**config.mk**
```make
export PLATFORM = sky130hd
export DESIGN_NAME = uart_autobaud_wake_break
export DESIGN_NICKNAME = d
export VERILOG_FILES = /design/src/design/uart_autobaud_wake_break.v /design/src/design/rx_line_sync.v
export VERILOG_INCLUDE_DIRS = /design/src /design/src/design
export SDC_FILE = /design/constraint.sdc
export NUM_CORES = 1
export LEC_CHECK = 0
export ABC_AREA = 0
export BUFFER_PORTS_ARGS = -buffer_cell sky130_fd_sc_hd__buf_4
export CORE_ASPECT_RATIO = 1.5
export CORE_MARGIN = 4
export CORE_UTILIZATION = 48
export CTS_CLUSTER_DIAMETER = 30
export DETAILED_ROUTE_END_ITERATION = 16
export GPL_ROUTABILITY_DRIVEN = 0
export PLACE_DENSITY = 0.7
export SYNTH_ARGS = -nofsm -noshare
export SYNTH_HDL_FRONTEND = slang
export SYNTH_SLANG_ARGS = --single-unit
```
**constraint.sdc**
```tcl
create_clock -name clk_i -period 3.3 [get_ports clk_i]
set_input_delay 0.99 -clock clk_i [delete_from_list [all_inputs] [get_ports clk_i]]
set_output_delay 0.99 -clock clk_i [all_outputs]
set_load 0.1 [all_outputs]
```
**src/design/uart_autobaud_consts.vh**
```
// Purpose: constants for the auto-baud, wake and break transceiver block
// Assumes: classic Wishbone slave, 32-bit data, byte addresses
// Notes: all registers hold their data in the low byte
`ifndef UART_AUTOBAUD_CONSTS_VH
`define UART_AUTOBAUD_CONSTS_VH

// ****************************************
// Register byte offsets
// ****************************************
`define OFS_CTRL 8'h00
`define OFS_STATUS 8'h04
`define OFS_DIV_LOW 8'h08
`define OFS_DIV_HIGH 8'h0c
`define OFS_RX_DATA 8'h10
`define OFS_TX_DATA 8'h14

// ****************************************
// Control bits
// ****************************************
`define CTRL_AUTOBAUD 0
`define CTRL_WAKE 1
`define CTRL_SEND_BREAK 2
`define CTRL_TX_ENABLE 3
`define CTRL_WIDE_DIV 4
`define CTRL_HIGH_SPEED 5

// ****************************************
// Status bits
// ****************************************
`define STAT_RX_FLAG 0
`define STAT_AB_OVF 1
`define STAT_FRAMING 2
`define STAT_RX_IDLE 3
`define STAT_SHIFT_EMPTY 4
`define STAT_TX_EMPTY 5

// ****************************************
// Prescale ratios and frames
// ****************************************
`define BASE_SHIFT_FAST 3'h2
`define BASE_SHIFT_MID 3'h4
`define BASE_SHIFT_SLOW 3'h6
`define ABD_DIV_FAST_M1 9'h01f
`define ABD_DIV_MID_M1 9'h07f
`define ABD_DIV_SLOW_M1 9'h1ff
`define BREAK_FRAME 14'h2000
`define BREAK_BITS_M1 4'hd
`define CHAR_BITS_M1 4'h9
`define ABD_LAST_EDGE 3'h4

`endif

```
**src/design/uart_autobaud_wake_break.v**
```verilog
// Purpose: auto-baud measurement, wake on break and break transmission
// Assumes: clk_i is the oscillator; Wishbone classic slave, 32-bit data
// Notes: the normal receive path is outside this block
`timescale 1ns/10ps
`default_nettype none
`include "uart_autobaud_consts.vh"

module uart_autobaud_wake_break (
	input wire clk_i,
	input wire rst_n_i,
	input wire wb_cyc_i,
	input wire wb_stb_i,
	input wire wb_we_i,
	input wire [7:0] wb_adr_i,
	input wire [3:0] wb_sel_i,
	input wire [31:0] wb_dat_i,
	output reg [31:0] wb_dat_o,
	output reg wb_ack_o,
	input wire rx_i,
	output reg tx_o
);

// ****************************************
// Auto-baud states
// ****************************************
localparam AB_IDLE = 2'h0;
localparam AB_START = 2'h1;
localparam AB_FIRST = 2'h2;
localparam AB_COUNT = 2'h3;

reg autobaud_enable_r;
reg wake_on_break_enable_r;
reg send_break_request_r;
reg transmit_enable_bit_r;
reg wide_divisor_select_r;
reg high_speed_select_r;
reg receive_interrupt_flag_r;
reg autobaud_overflow_flag_r;
reg [7:0] baud_divisor_low_r;
reg [7:0] baud_divisor_high_r;
reg [1:0] ab_state_r;
reg [2:0] ab_edges_r;
reg [8:0] ab_pre_r;
reg wake_low_r;
reg hold_full_r;
reg hold_brk_r;
reg [7:0] hold_dat_r;
reg tx_busy_r;
reg tx_brk_r;
reg [13:0] tx_shift_r;
reg [3:0] tx_bits_r;
reg [22:0] tx_cnt_r;

wire rx_level;
wire rx_rise;
wire rx_fall;

rx_line_sync rx_sync (
	.clk_i(clk_i),
	.rst_n_i(rst_n_i),
	.rx_i(rx_i),
	.level_o(rx_level),
	.rise_o(rx_rise),
	.fall_o(rx_fall)
);

// ****************************************
// Bus decode
// ****************************************
wire req = wb_cyc_i & wb_stb_i;
wire acc = req & wb_ack_o;
wire wr_acc = acc & wb_we_i & wb_sel_i[0];
wire rd_acc = acc & ~wb_we_i;
wire wr_ctrl = wr_acc & (wb_adr_i == `OFS_CTRL);
wire wr_stat = wr_acc & (wb_adr_i == `OFS_STATUS);
wire wr_lo = wr_acc & (wb_adr_i == `OFS_DIV_LOW);
wire wr_hi = wr_acc & (wb_adr_i == `OFS_DIV_HIGH);
wire wr_tx = wr_acc & (wb_adr_i == `OFS_TX_DATA);
wire rd_rx = rd_acc & (wb_adr_i == `OFS_RX_DATA);

// ****************************************
// Baud timing
// ****************************************
reg [2:0] base_shift;
reg [8:0] abd_div_m1;
always @* begin
	if (wide_divisor_select_r & high_speed_select_r) begin
		base_shift = `BASE_SHIFT_FAST;
		abd_div_m1 = `ABD_DIV_FAST_M1;
	end else if (wide_divisor_select_r | high_speed_select_r) begin
		base_shift = `BASE_SHIFT_MID;
		abd_div_m1 = `ABD_DIV_MID_M1;
	end else begin
		base_shift = `BASE_SHIFT_SLOW;
		abd_div_m1 = `ABD_DIV_SLOW_M1;
	end
end

// Eight-bit mode ignores the high byte for timing
wire [15:0] div_sel = wide_divisor_select_r ?
	{baud_divisor_high_r, baud_divisor_low_r} :
	{8'h00, baud_divisor_low_r};
wire [22:0] div_p1 = {7'h00, div_sel} + 23'h00_0001;
wire [22:0] bit_period = div_p1 << base_shift;
wire [22:0] bit_period_m1 = bit_period - 23'h00_0001;

// ****************************************
// Auto-baud measurement
// ****************************************
wire ab_tick = (ab_state_r == AB_COUNT) & (ab_pre_r == abd_div_m1);
wire [16:0] ab_inc = {1'b0, baud_divisor_high_r, baud_divisor_low_r} +
	17'h0_0001;
wire ab_done = (ab_state_r == AB_COUNT) & rx_rise &
	(ab_edges_r == `ABD_LAST_EDGE);
wire ab_ovf = ab_tick & ab_inc[16];
wire ab_first = (ab_state_r == AB_FIRST) & rx_rise;

always @(posedge clk_i or negedge rst_n_i) begin
	if (!rst_n_i) begin
		ab_state_r <= AB_IDLE;
		ab_edges_r <= 3'h0;
		ab_pre_r <= 9'h000;
	end else if (!autobaud_enable_r) begin
		// Software clearing the enable aborts at once
		ab_state_r <= AB_IDLE;
	end else begin
		case (ab_state_r)
		AB_IDLE: begin
			// Measurement waits until the break has ended
			if (!wake_on_break_enable_r) begin
				ab_state_r <= AB_START;
			end
		end
		AB_START: begin
			if (rx_fall) begin
				ab_state_r <= AB_FIRST;
			end
		end
		AB_FIRST: begin
			if (rx_rise) begin
				ab_state_r <= AB_COUNT;
				ab_edges_r <= 3'h1;
				ab_pre_r <= 9'h000;
			end
		end
		AB_COUNT: begin
			ab_pre_r <= ab_tick ? 9'h000 : ab_pre_r + 9'h001;
			if (rx_rise) begin
				ab_edges_r <= ab_edges_r + 3'h1;
			end
			if (ab_done) begin
				ab_state_r <= AB_IDLE;
			end
		end
		default: begin
			ab_state_r <= AB_IDLE;
		end
		endcase
	end
end

// ****************************************
// Control, status and divisor registers
// ****************************************
wire wake_fall = wake_on_break_enable_r & rx_fall & ~wake_low_r;
wire wake_end = wake_on_break_enable_r & rx_rise & wake_low_r;
wire tx_last = tx_busy_r & (tx_cnt_r == 23'h00_0000) &
	(tx_bits_r == 4'h0);
wire brk_done = tx_last & tx_brk_r;

always @(posedge clk_i or negedge rst_n_i) begin
	if (!rst_n_i) begin
		autobaud_enable_r <= 1'b0;
		wake_on_break_enable_r <= 1'b0;
		send_break_request_r <= 1'b0;
		transmit_enable_bit_r <= 1'b0;
		wide_divisor_select_r <= 1'b0;
		high_speed_select_r <= 1'b0;
		receive_interrupt_flag_r <= 1'b0;
		autobaud_overflow_flag_r <= 1'b0;
		baud_divisor_low_r <= 8'h00;
		baud_divisor_high_r <= 8'h00;
		wake_low_r <= 1'b0;
	end else begin
		if (wr_ctrl) begin
			autobaud_enable_r <= wb_dat_i[`CTRL_AUTOBAUD];
			wake_on_break_enable_r <= wb_dat_i[`CTRL_WAKE];
			send_break_request_r <= wb_dat_i[`CTRL_SEND_BREAK];
			transmit_enable_bit_r <= wb_dat_i[`CTRL_TX_ENABLE];
			wide_divisor_select_r <= wb_dat_i[`CTRL_WIDE_DIV];
			high_speed_select_r <= wb_dat_i[`CTRL_HIGH_SPEED];
		end else begin
			if (ab_done) begin
				autobaud_enable_r <= 1'b0;
			end
			if (wake_end) begin
				wake_on_break_enable_r <= 1'b0;
			end
			if (brk_done) begin
				send_break_request_r <= 1'b0;
			end
		end
		// Wake watcher: falling edge wakes, rising edge ends break
		if (!wake_on_break_enable_r || wake_end) begin
			wake_low_r <= 1'b0;
		end else if (wake_fall) begin
			wake_low_r <= 1'b1;
		end
		// Hardware set wins over the read that clears
		if (ab_done || wake_fall) begin
			receive_interrupt_flag_r <= 1'b1;
		end else if (rd_rx) begin
			receive_interrupt_flag_r <= 1'b0;
		end
		if (ab_ovf) begin
			autobaud_overflow_flag_r <= 1'b1;
		end else if (wr_stat && wb_dat_i[`STAT_AB_OVF] &&
			!autobaud_enable_r) begin
			autobaud_overflow_flag_r <= 1'b0;
		end
		// Divisor pair doubles as the 16-bit measuring counter
		if (ab_first) begin
			baud_divisor_high_r <= 8'h00;
			baud_divisor_low_r <= 8'h01;
		end else if (ab_tick) begin
			baud_divisor_high_r <= ab_inc[15:8];
			baud_divisor_low_r <= ab_inc[7:0];
		end else if (ab_state_r != AB_COUNT) begin
			if (wr_lo) begin
				baud_divisor_low_r <= wb_dat_i[7:0];
			end
			if (wr_hi) begin
				baud_divisor_high_r <= wb_dat_i[7:0];
			end
		end
	end
end

// ****************************************
// Transmitter with one-byte hold buffer
// ****************************************
wire brk_pending = (hold_full_r & hold_brk_r) | (tx_busy_r & tx_brk_r);
// A held frame loads on the stop bit's last edge, so back-to-back bits stay P
wire tx_load = hold_full_r & transmit_enable_bit_r & (~tx_busy_r | tx_last);
wire [13:0] tx_frame = hold_brk_r ? `BREAK_FRAME :
	{5'h1f, hold_dat_r, 1'b0};

always @(posedge clk_i or negedge rst_n_i) begin
	if (!rst_n_i) begin
		hold_full_r <= 1'b0;
		hold_brk_r <= 1'b0;
		hold_dat_r <= 8'h00;
		tx_busy_r <= 1'b0;
		tx_brk_r <= 1'b0;
		tx_shift_r <= 14'h0000;
		tx_bits_r <= 4'h0;
		tx_cnt_r <= 23'h00_0000;
		tx_o <= 1'b1;
	end else begin
		if (tx_busy_r) begin
			if (tx_cnt_r != 23'h00_0000) begin
				tx_cnt_r <= tx_cnt_r - 23'h00_0001;
			end else if (tx_bits_r == 4'h0) begin
				// Stop bit done; a held byte loads on this same edge
				tx_busy_r <= 1'b0;
				tx_brk_r <= 1'b0;
			end else begin
				tx_o <= tx_shift_r[0];
				tx_shift_r <= tx_shift_r >> 1;
				tx_bits_r <= tx_bits_r - 4'h1;
				tx_cnt_r <= bit_period_m1;
			end
		end
		// Last in the block so a load overrides the stop-bit clear
		if (tx_load) begin
			hold_full_r <= 1'b0;
			tx_busy_r <= 1'b1;
			tx_brk_r <= hold_brk_r;
			tx_shift_r <= tx_frame >> 1;
			tx_bits_r <= hold_brk_r ? `BREAK_BITS_M1 :
				`CHAR_BITS_M1;
			tx_cnt_r <= bit_period_m1;
			tx_o <= 1'b0;
		end else if (wr_tx && !hold_full_r) begin
			// Only the first write while send-break is set is a break
			hold_full_r <= 1'b1;
			hold_brk_r <= send_break_request_r & transmit_enable_bit_r &
				~brk_pending;
			hold_dat_r <= wb_dat_i[7:0];
		end
	end
end

// ****************************************
// Read mux and acknowledge
// ****************************************
wire rx_idle = (ab_state_r == AB_IDLE) & rx_level & ~wake_low_r;
reg [31:0] rd_val;
always @* begin
	rd_val = 32'h0000_0000;
	case (wb_adr_i)
	`OFS_CTRL: begin
		rd_val[`CTRL_AUTOBAUD] = autobaud_enable_r;
		rd_val[`CTRL_WAKE] = wake_on_break_enable_r;
		rd_val[`CTRL_SEND_BREAK] = send_break_request_r;
		rd_val[`CTRL_TX_ENABLE] = transmit_enable_bit_r;
		rd_val[`CTRL_WIDE_DIV] = wide_divisor_select_r;
		rd_val[`CTRL_HIGH_SPEED] = high_speed_select_r;
	end
	`OFS_STATUS: begin
		rd_val[`STAT_RX_FLAG] = receive_interrupt_flag_r;
		rd_val[`STAT_AB_OVF] = autobaud_overflow_flag_r;
		rd_val[`STAT_RX_IDLE] = rx_idle;
		rd_val[`STAT_SHIFT_EMPTY] = ~tx_busy_r;
		rd_val[`STAT_TX_EMPTY] = ~hold_full_r;
	end
	`OFS_DIV_LOW: begin
		rd_val[7:0] = baud_divisor_low_r;
	end
	`OFS_DIV_HIGH: begin
		rd_val[7:0] = baud_divisor_high_r;
	end
	default: begin
		rd_val = 32'h0000_0000;
	end
	endcase
end

// Single-cycle answer; unmapped addresses ack with zero
always @(posedge clk_i or negedge rst_n_i) begin
	if (!rst_n_i) begin
		wb_ack_o <= 1'b0;
		wb_dat_o <= 32'h0000_0000;
	end else begin
		wb_ack_o <= req & ~wb_ack_o;
		if (req && !wb_ack_o) begin
			wb_dat_o <= wb_we_i ? 32'h0000_0000 : rd_val;
		end
	end
end

endmodule
`default_nettype wire

```
**src/design/rx_line_sync.v**
```verilog
// Purpose: bring the receive pin into the clock domain and find its edges
// Assumes: rx idles high
// Notes: edges are one-cycle pulses, one to two cycles behind the pin
`timescale 1ns/10ps
`default_nettype none

module rx_line_sync (
	input wire clk_i,
	input wire rst_n_i,
	input wire rx_i,
	output wire level_o,
	output wire rise_o,
	output wire fall_o
);

reg meta_r;
reg sync_r;
reg prev_r;

// First stage feeds only the second
always @(posedge clk_i or negedge rst_n_i) begin
	if (!rst_n_i) begin
		meta_r <= 1'b1;
		sync_r <= 1'b1;
		prev_r <= 1'b1;
	end else begin
		meta_r <= rx_i;
		sync_r <= meta_r;
		prev_r <= sync_r;
	end
end

assign level_o = sync_r;
assign rise_o = sync_r & ~prev_r;
assign fall_o = ~sync_r & prev_r;

endmodule
`default_nettype wire

```
==> results of run 1 <==
## power by group through the flow
stage	combinational (mW)	clock [mW]	sequential, mW
final	1.78	1.09	1.61
after global routing	1.98	1.15	1.64
after CTS	1.77	1.11	1.61
after detailed placement	1.76	0	1.64
after global placement	1.73	0	1.63
after floorplan	1.36	0	1.52
## worst paths after layout
kind	slack (ps)	startpoint	to	cells after the start
setup / recovery	160	baud_divisor_low_r[5]	tx_cnt_r[22]	11
hold reg to reg	360	rx_sync.meta_r	rx_sync.level_o	0
hold / removal	360	rx_sync.meta_r	rx_sync.level_o	0
setup reg to reg	160	baud_divisor_low_r[5]	tx_cnt_r[22]	11
min in group asynchronous	630	rst_n_i	tx_bits_r[3]	1
max in group asynchronous	1870	rst_n_i	baud_divisor_low_r[0]	2
## stage by stage
step	hold WS (ps)	utilization
3_5_place_dp	349	0.531
5_1_grt	366	0.553
2_1_floorplan	345	-
3_3_place_gp	346	0.531
4_1_cts	360	0.551
6_report	358	0.553
## critical path: cells and delay by family (launching register included)
kind	cells	cell delay (ps)
buffers and inverters	2	400
AOI/OAI and AO/OA	3	700
xor gates and xnor gates	1	160
muxes	1	160
DFF	1	540
and+or+nand+nor	4	1070
## cells in the final DEF, fill, tap and decap left out, types with 24 or more instances in the layout
cell / instances
nand3_1: 43
conb_1: 24
buf_4: 91
inv_1: 24
o21ai_0: 90
a21oi_1: 43
nand2_1: 88
nor2_1: 74
nor3_1: 27
dfrtp_1: 100
mux2i_1: 29
## area by class of cell
class / instances / area (sq um) / area share
clock buffer: 9 / 225 / 0.0269
clock inverter: 7 / 75.1 / 0.00896
inverter: 24 / 90.1 / 0.0108
multi-input combinational: 698 / 4430 / 0.529
sequential: 104 / 2610 / 0.311
tap: 199 / 249 / 0.0297
timing repair buffer: 92 / 703 / 0.0839
## state kept, by name (all words and copies together), names as in the netlist, 3 cells and up
signal	flops
tx_shift_r	13
baud_divisor_high_r	8
wb_dat_o	8
ab_edges_r	3
hold_dat_r	8
baud_divisor_low_r	8
tx_cnt_r	23
tx_bits_r	4
ab_pre_r	9
## logic make-up after synthesis
family                   count (synthesis)  synth area share
AO/OA/AOI/OAI                          225             0.190
XOR/XNOR                                36            0.0426
adder cells (fa/ha/maj)                 13            0.0220
buffers and inverters                   98            0.0649
flip-flops                             104             0.352
multiplexers                            50            0.0787
other                                    1          0.000506
AND/OR/NAND/NOR                        350             0.249
## routing by layer
metal | part of all wire | global-route usage | wire length (um)
met5 | 0 | 0 | 0
met1 | 0.39 | 0.268 | 7660
met2 | 0.52 | 0.419 | 10300
met4 | 0.056 | 0.133 | 1100
met3 | 0.037 | 0.0332 | 731
## repair_timing
| item | CTS | global route |
|---|---|---|
| endpoints found under the setup margin | 0 | 12 |
| setup buffers | 0 | 1 |
| resized for setup | 0 | 4 |
==> flow_summary.yaml, run 1 <==
timing:
  worstMarginPinSlew_ps: 609
  finalMaxSlewViolations: 0
  setup_viol: 0
  rsz0062_at_grt: "no"
  setup-tns-final_ps: 0
  finClkSkew_ps: 11.1
  fin_crit_sh: 0.952
  setup_ws_ps: 157
  relSlewSlack: 0.594
  period_needed_ps: 3140
  clock.fmax_ghz: 0.318
  hold_viol: 0
placement:
  preCtsSetupSlack_ps: 93.6
  dp_cells: 1116
  port_buffers: 32
  place_area_sq_um: 8050
  dp_hpwl_um: 15300
die:
  start_util: 0.489
  die_x_um: 109
  num_io_pins: 84
  rows: 55
  dieArea_sq_um: 17500
  core_area_sq_um: 15100
  dieHeight_um: 160
yosys:
  yosysSeqAreaShare: 0.352
  synth_most_common_cell: "dfrtp_1"
  synth_top_cell_by_area: "dfrtp_1"
  ys.flop_type: "dfrtp_1"
  netlist.area_leader.share: 0.338
  synthCells: 877
  synth_common_cells: "dfrtp_1, o21ai_0, nand2_1"
  ys_seq_elements: 104
  synth_edf_count: 0
  syn_area_sq_um: 7400
  synth_warnings: 0
  synthTopCellsByArea: "dfrtp_1, o21ai_0, nand2_1"
  async_reset_ff_frac: 1.00
  synth.distinct_cells: 72
  syn_avg_cell_area_sq_um: 8.44
worst_setup_path:
  slowest_stage: "or4_4"
  worstPathMaxFanout: 9
  crit_path_frequent_cell: "buf_4"
  arrival_ps: 3390
  path_cells: "buf_4, nand3_2, or4_4, mux2i_1, a2111oi_0, buf_4, o211ai_1, nor3b_1, nand4_1, xnor2_1, o22ai_1"
  startpoint_type: "flop"
  worst-setup-path-type: "flop to flop"
  max_stage_delay_ps: 590
  cp-end-kind: "flop"
  critPathRequiredTime_ps: 3540
pwr:
  pwr-share-seq: 0.360
  powerDensity_nw_per_um2: 534
  finalPower_mw: 4.48
  p_leak_nw: 3.64
  swShare: 0.419
  internal-power_mw: 2.60
  p_sw_mw: 1.88
  comb_power_share: 0.397
  p_clk_frac: 0.243
  ir_worst_vdd_uv: 485
cells_and_area:
  nets: 992
  instances_no_fill: 1133
  fin_area_sq_um: 8380
  antenna_cells: 0
  area_delta_synth_final_pct: 13.2
  layout-drive-gt1-share: 0.166
  fillers: 1450
grt:
  grt_overflow_total: 0
  grt_pass1_wl_um: 33200
  grt_max_degree: 47
  grtUsageTotal: 0.238
  antenna_found_initial: 0
  grt_pass1_vias: 6689
detailed_routing:
  viasPerCell: 5.96
  ant_nets: 0
  wirelength_um: 19800
  initialDrtViolationCount: 400
  vias: 6749
  drc: 0
  wl_per_cell_um: 17.5
  dr.pass1.iters: 5
status:
  status: "complete, no violations"
clocking:
  htree_levels: 3
  clk_pin_slew_ps: 80
  clock_latency_ps: 370
  cts_sinks: 104
  root_buffer: "clkbuf_16"
  hold_buffers: 0
  cts_tree: "yes"
  clockBufferDepth: 2
  numCtsBuffers: 9
job:
  cap_violations: 0
min_path:
  holdCritPathClass: "flop to flop"
(Power assumes the default switching activity.)
==> run 2: changes to the inputs <==
Settings changed: ABC_AREA 0 to 1.
==> run 2 against run 1 <==
Final area shrank 1.4%. First-iteration DRC count shrank 43%. Clock skew shrank 3.1 ps. Via count grew 2.9%. Sequential power shrank 16%. Hold slack gained 1.0 ps. Synthesized cell count grew 22%. Clock power is essentially flat. Maximum frequency grew 15%. Sequential share of layout area grew 0.45 points. Die area grew 2.1%. Critical endpoint is now tx_shift_r[8].
==> flow_summary.yaml, run 2 <==
clocking:
  cts_setup_buffers: 0
  htree_levels: 3
  cts_tree: "yes"
  clock_latency_ps: 370
  cts_sinks: 104
  hold_buffers: 0
  clockBufferDepth: 2
  clk_pin_slew_ps: 80
  cts_resized: 0
  root_buffer: "clkbuf_16"
  numCtsBuffers: 9
min_path:
  holdCritPathClass: "flop to flop"
yosys:
  ys_seq_elements: 104
  syn_area_sq_um: 7570
  synth_fa_ha_area_frac: 0.0215
  yosys.area_share.simple: 0.353
  synth_most_common_cell: "nand2_1"
  netlist.area_leader.share: 0.330
  synthCells: 1074
  synth_common_cells: "nand2_1, inv_1, nand3_1"
  async_reset_ff_frac: 1.00
  synth_top_cell_by_area: "dfrtp_1"
  synthTopCellsByArea: "dfrtp_1, nand2_1, nand3_1"
  synth_edf_count: 0
  ys.flop_type: "dfrtp_1"
  yosysSeqAreaShare: 0.344
  synth-xor-area-share: 0.0243
  synth.distinct_cells: 56
  synth_top_family_by_area: "simple AND/OR/NAND/NOR gates"
  syn_avg_cell_area_sq_um: 7.05
  synth_compound_area_frac: 0.142
  synthMuxAreaShare: 0.00149
  synth_warnings: 0
worst_setup_path:
  cp-end-kind: "flop"
  worst-setup-path-type: "flop to flop"
  arrival_ps: 3000
  critPathRequiredTime_ps: 3550
  worstPathMaxFanout: 15
  startpoint_type: "flop"
grt:
  grtUsageTotal: 0.216
  grt_max_degree: 47
  grt_pass1_vias: 6880
  antenna_found_initial: 0
  grt_pass1_wl_um: 32200
  grt_overflow_total: 0
die:
  dieArea_sq_um: 17900
  core_area_sq_um: 15600
  num_io_pins: 84
  start_util: 0.487
  dieHeight_um: 162
  die_x_um: 111
  rows: 56
cells_and_area:
  top_regs: "tx_cnt_r x23, tx_shift_r x13, ab_pre_r x9"
  nets: 1167
  layout_common_cells: "nand2_1, inv_1, nand3_1"
  area_delta_synth_final_pct: 9.09
  mostFrequentLayoutCell: "nand2_1"
  post-route-util: 0.531
  regMostFlops: "tx_cnt_r"
  layout-drive-gt1-share: 0.126
  antenna_cells: 0
  largest_reg_flops: 23
pwr:
  powerDensity_nw_per_um2: 428
  finalPower_mw: 3.53
  ir_worst_vdd_uv: 222
  p_leak_nw: 4.20
timing:
  relSlewSlack: 0.583
  hold_viol: 0
  finalMaxSlewViolations: 0
  finClkSkew_ps: 8.06
  rsz0062_at_grt: "no"
  period_needed_ps: 2740
  setup_viol: 0
  setup-tns-final_ps: 0
  worstMarginPinSlew_ps: 621
  clock.fmax_ghz: 0.365
  fin_crit_sh: 0.831
job:
  cap_violations: 0
detailed_routing:
  dr.pass1.iters: 6
  ant_nets: 0
  viasPerCell: 5.29
  initialDrtViolationCount: 227
  wirelength_um: 18900
  vias: 6946
  wl_per_cell_um: 14.4
  drc: 0
status:
  status: "complete, no violations"
placement:
  port_buffers: 32
  dp_hpwl_um: 14800
run 2: cell count changes after synthesis, moves of 14 or more:
cell / delta
nand2_2: +20
nor3_1: -14
a22o_1: -15
nor2_4: +16
mux2_2: -15
clkbuf_1: -30
inv_1: +109
nand2_1: +155
mux2i_1: -29
nand3_1: +83
run 2: per-layer routing:
metal,up-vias,global-route usage,share of wire
met5,-,0,0
met4,0,0.110,0.044
met3,52,0.0272,0.026
met2,125,0.403,0.52
met1,3215,0.241,0.41
li1,3554,-,-
run 2: metrics by stage:
| stage | hold WS [ps] | setup slack, ps | std cells | instance area [sq um] |
|---|---|---|---|---|
| floorplan | 345 | 483 | 1097 | 7660 |
| global route | 371 | 183 | 1312 | 8260 |
| global placement | 345 | 420 | 1296 | 7950 |
| finish | 359 | 558 | 1312 | 8260 |
| detailed placement | 348 | 408 | 1296 | 7950 |
| CTS | 361 | 513 | 1312 | 8260 |
run 2: layout make-up:
class | count | area (sq um)
fillers | 1573 | 7290
multi-input cells | 801 | 4200
flip-flops and latches | 104 | 2610
inverters | 141 | 529
repair buffers | 47 | 365
well taps | 203 | 254
clock buffers | 9 | 225
clock inverters | 7 | 81.3
run 2: worst max-delay path, cell delays in order (launching register included):
cell and delay [ps]:
dfrtp_1 370, inv_1 110, ha_1 200, inv_1 70
nor2_2 180, nand2_1 110, nor3_2 290, nand2_1 190
nor2_4 240, inv_1 210, nand2_1 420, nand2_1 110
inv_1 80, a21oi_1 70
run 2: path summary, 6_finish.rpt:
check | from | endpoint | slack, ps | cells after the start
setup / recovery | tx_cnt_r[0] | tx_shift_r[8] | 560 | 13
hold / removal | rx_sync.meta_r | rx_sync.level_o | 360 | 0
setup reg to reg | tx_cnt_r[0] | tx_shift_r[8] | 560 | 13
hold reg to reg | rx_sync.meta_r | rx_sync.level_o | 360 | 0
max in group asynchronous | rst_n_i | tx_cnt_r[17] | 2010 | 2
min in group asynchronous | rst_n_i | tx_bits_r[0] | 610 | 1
run 2: kinds of logic after synthesis:
group	Yosys count
mux	1
other cells	1
flops	104
xor+xnor	21
compound gates	186
buf+inv	192
simple gates	556
fa+ha+maj	13
run 2: power breakdown:
group,switching [mW],internal [mW]
registers,0.0393,1.32
logic,0.751,0.304
clock network,0.572,0.547
total,1.36,2.17
